File: src/gpio_port_pkg.sv
// Constants and types shared by the six-pin port files
package gpio_port_pkg;
  // =====================================================
  // Register file addresses and widths
  localparam logic [4:0] status_addr    = 5'h03;
  localparam logic [4:0] port_addr      = 5'h06;
  localparam int         pin_count      = 6;
  // =====================================================
  // Values after reset
  localparam logic [5:0] direction_reset = 6'h3f;
  localparam logic [7:0] options_reset   = 8'hff;
  localparam logic [5:0] latch_reset     = 6'h00;
  // =====================================================
  // Field positions
  localparam int opt_wake_disable_bit = 7;
  localparam int opt_pull_disable_bit = 6;
  localparam int opt_timer_src_bit    = 5;
  localparam int status_wake_flag_bit = 7;
  localparam int input_only_idx       = 3;
  localparam int second_pin_idx       = 2;
  // Pins that carry pull-ups and wake-on-change: zero, one, input-only
  localparam logic [5:0] weak_pin_mask = 6'h0b;
  // =====================================================
  // Port access operations issued by the core
  typedef enum logic [2:0] {
    op_none      = 3'b000,
    op_write     = 3'b001,
    op_read      = 3'b010,
    op_bit_set   = 3'b011,
    op_bit_clear = 3'b100
  } port_op_t;
endpackage

File: src/pin_sync.sv
// Two-stage synchroniser for the six port pins
`timescale 1ns/1ps
`default_nettype none
module pin_sync
(
  // Clock and reset
  input  wire logic       sys_clk,
  input  wire logic       reset,
  // Pins
  input  wire logic [5:0] pin_async,
  output var  logic [5:0] pin_synced
);
  logic [5:0] stage1;
  logic [5:0] next_stage1;
  logic [5:0] next_synced;

  always_comb
  begin
    next_stage1 = pin_async;
    next_synced = stage1;
  end

  always_ff @(posedge sys_clk)
  begin
    if (reset)
    begin
      stage1     <= 6'h00;
      pin_synced <= 6'h00;
    end
    else
    begin
      stage1     <= next_stage1;
      pin_synced <= next_synced;
    end
  end
endmodule
`default_nettype wire

File: src/six_bit_gpio_port.sv
// Six-pin general-purpose port with direction, options and pin wake logic
`timescale 1ns/1ps
`default_nettype none
module six_bit_gpio_port
(
  // Clock and reset
  input  wire logic       sys_clk,
  input  wire logic       reset,
  // Core side
  input  wire logic [2:0] port_op,
  input  wire logic [2:0] bit_sel,
  input  wire logic [7:0] work_reg,
  input  wire logic       direction_load,
  input  wire logic       options_load,
  input  wire logic       asleep,
  output logic      [7:0] read_data,
  output logic            wake_on_change_flag,
  // Configuration word
  input  wire logic [5:0] alt_function,
  input  wire logic       external_reset_input,
  // Pins
  input  wire logic [5:0] pin_in,
  output logic      [5:0] pin_out,
  output logic      [5:0] pin_oe,
  output logic      [5:0] pull_up_on
);
  // ===================================================
  // State
  logic [5:0] pin_direction;
  logic [7:0] timer_and_pin_options;
  logic [5:0] latch;
  logic [5:0] pins;
  logic [5:0] last_pins;
  logic [5:0] next_direction;
  logic [7:0] next_options;
  logic [5:0] next_latch;
  logic [7:0] next_read_data;
  logic [5:0] next_out;
  logic [5:0] next_oe;
  logic [5:0] next_pull;
  logic       next_wake_flag;
  logic [5:0] visible;
  logic [5:0] drive_ok;
  logic [5:0] weak_ok;
  logic [5:0] wake_ok;
  gpio_port_pkg::port_op_t op;

  assign op = gpio_port_pkg::port_op_t'(port_op);

  pin_sync u_sync
  (
    .sys_clk    (sys_clk),
    .reset      (reset),
    .pin_async  (pin_in),
    .pin_synced (pins)
  );

  // Pin levels as software sees them
  function automatic logic [5:0] port_view(input logic [5:0] lv, input logic [5:0] alt);
    port_view = lv & ~alt;
  endfunction

  // ===================================================
  // Next-state logic
  always_comb
  begin
    next_direction = pin_direction;
    next_options   = timer_and_pin_options;
    next_latch     = latch;
    visible        = port_view(pins, alt_function);
    if (direction_load)
      next_direction = work_reg[5:0];
    if (options_load)
      next_options = work_reg;
    unique case (op)
      gpio_port_pkg::op_write:
        next_latch = work_reg[5:0];
      gpio_port_pkg::op_bit_set:
        next_latch = visible | (6'h01 << bit_sel);
      gpio_port_pkg::op_bit_clear:
        next_latch = visible & ~(6'h01 << bit_sel);
      default:
        next_latch = latch;
    endcase
    // Read sampled from pins synchronised before this cycle began
    next_read_data = (op == gpio_port_pkg::op_read) ? {2'b00, visible} : read_data;

    drive_ok = ~next_direction & ~alt_function;
    drive_ok[gpio_port_pkg::input_only_idx] = 1'b0;
    if (next_options[gpio_port_pkg::opt_timer_src_bit])
      drive_ok[gpio_port_pkg::second_pin_idx] = 1'b0;
    next_out = next_latch;
    next_oe  = drive_ok;

    // Direction zero overrides the option bits
    weak_ok = gpio_port_pkg::weak_pin_mask & next_direction;
    next_pull = next_options[gpio_port_pkg::opt_pull_disable_bit] ? 6'h00 : weak_ok;
    if (external_reset_input)
      next_pull[gpio_port_pkg::input_only_idx] = 1'b1;
    wake_ok = next_options[gpio_port_pkg::opt_wake_disable_bit] ? 6'h00 : weak_ok;
    if (external_reset_input)
      wake_ok[gpio_port_pkg::input_only_idx] = 1'b0;
    // Limitation: a core asleep within three edges of reset would see a false change
    // Flag set on a change while asleep; a read with bit_sel 7 clears it, asleep or awake, set wins
    next_wake_flag = wake_on_change_flag;
    if (op == gpio_port_pkg::op_read && bit_sel == 3'h7)
      next_wake_flag = 1'b0;
    if (asleep && |((pins ^ last_pins) & wake_ok))
      next_wake_flag = 1'b1;
  end

  // ===================================================
  // Registers
  always_ff @(posedge sys_clk)
  begin
    if (reset)
    begin
      pin_direction         <= gpio_port_pkg::direction_reset;
      timer_and_pin_options <= gpio_port_pkg::options_reset;
      latch                 <= gpio_port_pkg::latch_reset;
      last_pins             <= 6'h00;
      read_data             <= 8'h00;
      pin_out               <= gpio_port_pkg::latch_reset;
      pin_oe                <= 6'h00;
      pull_up_on            <= 6'h00;
      wake_on_change_flag   <= 1'b0;
    end
    else
    begin
      pin_direction         <= next_direction;
      timer_and_pin_options <= next_options;
      latch                 <= next_latch;
      last_pins             <= pins;
      read_data             <= next_read_data;
      pin_out               <= next_out;
      pin_oe                <= next_oe;
      pull_up_on            <= next_pull;
      wake_on_change_flag   <= next_wake_flag;
    end
  end
endmodule
`default_nettype wire

File: config.mk
export PLATFORM = sky130hd
export DESIGN_NAME = six_bit_gpio_port
export DESIGN_NICKNAME = d
export VERILOG_FILES = /design/src/gpio_port_pkg.sv /design/src/pin_sync.sv /design/src/six_bit_gpio_port.sv
export SDC_FILE = /design/constraint.sdc
export NUM_CORES = 1
export LEC_CHECK = 0
export BUFFER_PORTS_ARGS = -buffer_cell sky130_fd_sc_hd__buf_4
export CORE_ASPECT_RATIO = 2
export CORE_UTILIZATION = 35
export DETAILED_ROUTE_END_ITERATION = 7
export GPL_TIMING_DRIVEN = 0
export PLACE_DENSITY = 0.58
export RECOVER_POWER = 25
export SLEW_MARGIN = 20
export SYNTH_ARGS = -nofsm -noshare
export SYNTH_HDL_FRONTEND = slang
export SYNTH_SLANG_ARGS = --single-unit
export TNS_END_PERCENT = 20
File: constraint.sdc
create_clock -name sys_clk -period 1.3 [get_ports sys_clk]
set_input_delay 0.195 -clock sys_clk [delete_from_list [all_inputs] [get_ports sys_clk]]
set_output_delay 0.195 -clock sys_clk [all_outputs]
set_load 0.03 [all_outputs]
Word-level counts from Yosys, hierarchy flattened
Cells that the tools add are included.
- flip-flop bits (word level): 57
- bits of input ports: 32
- output and inout port bits: 27
- word-level logic and storage cells: 45
- equal/unequal tests: 5
- shift operators: 1
- multiplexer cells: 9
- bitwise logic cells: 9
- reduce and logical (&&, ||, !) cells: 7
- operators with widths (cell ; number):
    $and 6x6->6 ; 3
    $not 6->6 ; 3
    $pmux 6 s3 ; 1
    $mux 4 ; 2
    $mux 8 ; 1
    $and 6x4->6 ; 1
    $eq 3x2->1 const B ; 2
    $eq 3x3->1 const B ; 2
    $mux 6 ; 1
    $or 6x6->6 ; 1
    $reduce_or 6->1 ; 1
    $shl 1x3->6 const A ; 1
    $xor 6x6->6 ; 1
    $mux 1 ; 4
    $reduce_or 2->1 ; 2
    $eq 3x1->1 const B ; 1
    $reduce_bool 3->1 ; 1
    $logic_and 1x1->1 ; 2
    $reduce_bool 2->1 ; 1

Depth between registers and ports, before layout
- word-level depth: 7
- gate-level depth with buffers: 6
- gate-level depth less buffers: 4

Modules after synthesis
A second synthesis with hierarchy kept.
- cells, all modules: 178
- area total of the unflattened synthesis: 1767.9 um2
- by module, submodules not included (module ; times used ; cells an instance ; area each (um2)):
    six_bit_gpio_port ; 1 ; 153 ; 1401.3
    pin_sync ; 1 ; 25 ; 366.6

Worst setup path before layout
OpenSTA, ideal clock, no wires.
- path type: input -> register
- start point: input port_op[2]
- end point: register latch[3]
- arrival time: 1.101 ns
- data required time: 1.166 ns
- setup slack: 0.066 ns
- stages on the path: 6
- cell sequence: nand2b_1 -> buf_6 -> or2_0 -> buf_2 -> o32ai_1 -> a211oi_1
- longest elaborated chain between the ends: 2
- elaborated cells between the ends (all ways): 5
- ends and longest elaborated chain (what ; RTL line ; RTL):
    start: declaration ; six_bit_gpio_port.sv:10 ; input wire logic [2:0] port_op,
    $eq 3x3->1 (tied with other cells) ; six_bit_gpio_port.sv:75 ; unique case (op)
    $pmux 6 s3 or $reduce_bool 3->1 (tied branches) ; -- ;
    end signal: assignment ; six_bit_gpio_port.sv:120 ; latch <= gpio_port_pkg::latch_reset;
    end signal: assignment ; six_bit_gpio_port.sv:132 ; latch <= next_latch;
    end: declaration ; six_bit_gpio_port.sv:31 ; logic [5:0] latch;
Several ways; a longest one is shown, not always the timed one.
A chain may end at the register's enable or synchronous reset.

Worst setup path after layout
- start point: input port_op[2]
- end point: register latch[2]
The elaborated chain is that of the path after synthesis.

==> flow_summary.json <==
{
  "hold_class": "input port to flip-flop",
  "p_leak_nw": 0.989,
  "crit_type": "input port to flip-flop",
  "r2r_cells": 4,
  "setup_viol": 0,
  "synthArstFlopShare_pct": 0,
  "synth-edff-count": 0,
  "total_power_mw": 2.96,
  "cp-start-kind": "input port",
  "synth.most_common_cell": "dfxtp_1",
  "pwr-share-comb_pct": 14.9,
  "yosysSeqAreaShare_pct": 52.2,
  "cp-endpoint": "latch[2]",
  "drive_gt1_share_pct": 30.8,
  "clk_path_buf_depth": 2,
  "netlist_instances": 173,
  "portBuffers": 51,
  "endpoint_kind": "flip-flop",
  "min_path_cells": 2,
  "syn_to_final_growth_pct": 34.0,
  "reg2reg_to": "latch[0]",
  "min_period_ns": 1.18,
  "route.detailed.drc": 0,
  "synth_ff_type": "dfxtp_1",
  "grt_usage_pct": 16.6,
  "ys_seq_elements": 45,
  "p_sw_uw": 733,
  "worst_setup_hold_path_clk_slew_ns": 0.09,
  "cts_made_buffers": 5,
  "grt_pass1_vias": 1360,
  "max-vdd-ir-drop_v": 0.000960,
  "finalCritPeriodShare_pct": 90.9,
  "firstDrtPassIters": 4,
  "wirelength_mm": 3.88,
  "post_drt_wl_per_cell_um": 13.3,
  "finalHoldViolCount": 0,
  "cts_sinks": 45,
  "synth_top_area_cell": "dfxtp_1",
  "globalRouteOverflowTotal": 0,
  "dieArea_mm2": 0.00524,
  "synth_area_leaders": "dfxtp_1 52%, nor2b_1 12%, buf_4 3.0%",
  "critPathArrivalTime_ns": 1.35,
  "antenna_found_initial": 0,
  "synth_commonest_cells": "45 x dfxtp_1, 33 x nor2b_1, 12 x nand2_1",
  "power_frac_clock_pct": 35.4,
  "gp_congestion": 0.770,
  "clk_latency_ns": 0.30,
  "rsz0062_at_grt": "true",
  "h-tree-depth": 2,
  "cts_tree": "done",
  "ff2ff_setup_slack_ns": 0.14,
  "grt_max_degree": 15,
  "status": "finished clean",
  "rows": 35,
  "via_per_inst": 4.85,
  "start_util_pct": 36.8,
  "hold_buffers": 0,
  "diodes": 0,
  "yosysWarningCount": 0,
  "synth.distinct_cells": 30,
  "fill_cells": 467,
  "final_antenna_net_count": 0,
  "whs_ns": 0.0546,
  "num_io_pins": 59,
  "nets": 268,
  "seq_power_share_pct": 49.7,
  "num_vias": 1415,
  "core_mm2": 0.00469,
  "skew_ns": 0.00476,
  "maxCapViolCount": 0,
  "slew_violations": 0,
  "grt_pass1_wl_mm": 6.30,
  "powerDensity_mw_per_mm2": 1280,
  "die_w_um": 51.7,
  "worst_slew_pin_slew_ns": 0.537,
  "dpl.hpwl_mm": 3.04,
  "slew_headroom_pct": 64.2,
  "synth.avg_cell_area_um2": 9.98,
  "netlist_area_mm2": 0.00173,
  "drtIter0Drc": 18,
  "root_buffer": "clkbuf_8",
  "crit_fanout": 8,
  "crit_required_ns": 1.46,
  "p_int_mw": 2.23,
  "r2r-start": "u_sync.pin_synced[0]",
  "setup.worst_path.start": "port_op[2]",
  "switching_share_pct": 24.8,
  "fmax_ghz": 0.846,
  "synth_top_area_share_pct": 52.2,
  "die_h_um": 101
}
## layout by cell type, fill, tap and decap left out
cell       netlist  layout
a2111oi_0        1       1
a211o_1          6       6
a211oi_1         6       6
a21oi_1          6       6
and3b_1          2       2
buf_2            1       1
buf_4            7      58
buf_6            1       1
bufinv_16        0       1
clkbuf_1         5       6
clkbuf_8         0       5
clkinv_4         0       1
conb_1           1       6
dfxtp_1         45      45
inv_1            3       3
mux2i_1          3       3
nand2_1         12      12
nand2b_1         4       4
nand3b_1         1       1
nand4_1          1       1
nor2_1           7       7
nor2b_1         33      31
nor2b_2          0       2
nor3_1           2       2
nor3b_1          3       3
nor3b_2          1       1
o21ai_4          1       1
o22ai_1          8       8
o31ai_1          1       1
o32ai_1          6       6
or2_0            1       1
or2b_4           1       1
or3_2            1       1
xnor2_1          3       3
## power groups by stage
stage               Combinational [mW]  Clock, mW  Sequential [mW]
floorplan                        0.200          0             1.56
global placement                 0.440          0             1.50
detailed placement               0.444          0             1.50
CTS                              0.445       1.08             1.47
global route                     0.479       1.13             1.48
finish                           0.441       1.05             1.47
## metal layers
| layer | GRT usage, % | vias to the layer above | wire length [µm] | part of all wire (%) |
|---|---|---|---|---|
| li1 | - | 706 | - | - |
| met1 | 16.8 | 656 | 1400 | 36 |
| met2 | 30.5 | 47 | 2230 | 57 |
| met3 | 3.30 | 6 | 175 | 4.5 |
| met4 | 8.73 | 0 | 80 | 2.1 |
| met5 | 0 | - | 0 | 0 |
## how the worst min path moves through the flow
| stage | from | to |
|---|---|---|
| 6_report | alt_function[4] | pin_oe[4] |
| 5_1_grt | alt_function[1] | pin_oe[1] |
| 3_3_place_gp | alt_function[1] | pin_oe[1] |
| 3_5_place_dp | alt_function[1] | pin_oe[1] |
| 4_1_cts | alt_function[1] | pin_oe[1] |
| 2_1_floorplan | alt_function[0] | pin_oe[0] |
## through the flow
stage / utilization [%] / std cells / setup slack [ns] / TNS, ns / instance area, µm²
final: 49.4 / 292 / 0.118 / 0 / 2310
after global routing: 49.4 / 292 / -0.00942 / -0.00942 / 2310
after CTS: 49.3 / 292 / 0.0921 / 0 / 2310
after floorplan: - / 178 / 0.0655 / 0 / 1750
after detailed placement: 46.9 / 284 / -0.218 / -2.48 / 2200
after global placement: 46.9 / 284 / -0.246 / -2.53 / 2200
## cell families after synthesis
family                    after synthesis  share of synthesized area (%)
AOI/OAI and AO/OA                      35                           15.2
buffers and inverters                  17                           5.72
other                                   1                          0.217
DFF                                    45                           52.2
xor gates and xnor gates                3                           1.52
muxes                                   3                           1.74
and+or+nand+nor                        69                           23.4
## registers in the layout (all words and copies together) (netlist names)
signal / count
latch: 6
pin_direction: 6
read_data: 6
u_sync.next_synced: 6
u_sync.pin_synced: 6
pin_oe: 5
last_pins: 3
pull_up_on: 3
timer_and_pin_options: 3
wake_on_change_flag: 1
## final cells by class
type / instances / area [µm²] / area share (%)
Sequential cell: 45 / 901 / 38.9
Buffer: 14 / 87.6 / 3.79
Tap cell: 55 / 68.8 / 2.97
Inverter: 3 / 11.3 / 0.487
Timing Repair Buffer: 51 / 383 / 16.5
Clock inverter: 2 / 38.8 / 1.68
Multi-Input combinational cell: 116 / 751 / 32.4
Clock buffer: 6 / 72.6 / 3.14
## worst max-delay path, stage by stage
cell and delay, ns:
buf_4 0.12, nand2b_1 0.14, buf_6 0.14, or2_0 0.18
buf_2 0.16, o32ai_1 0.31, a211oi_1 0.09
## timing repair
| action | in CTS | in global routing |
|---|---|---|
| setup buffers | 0 | 0 |
| gates resized for setup | 0 | 2 |
| endpoints found under the setup margin | 0 | 3 |
No activity file was read; power rests on OpenSTA's default activity.
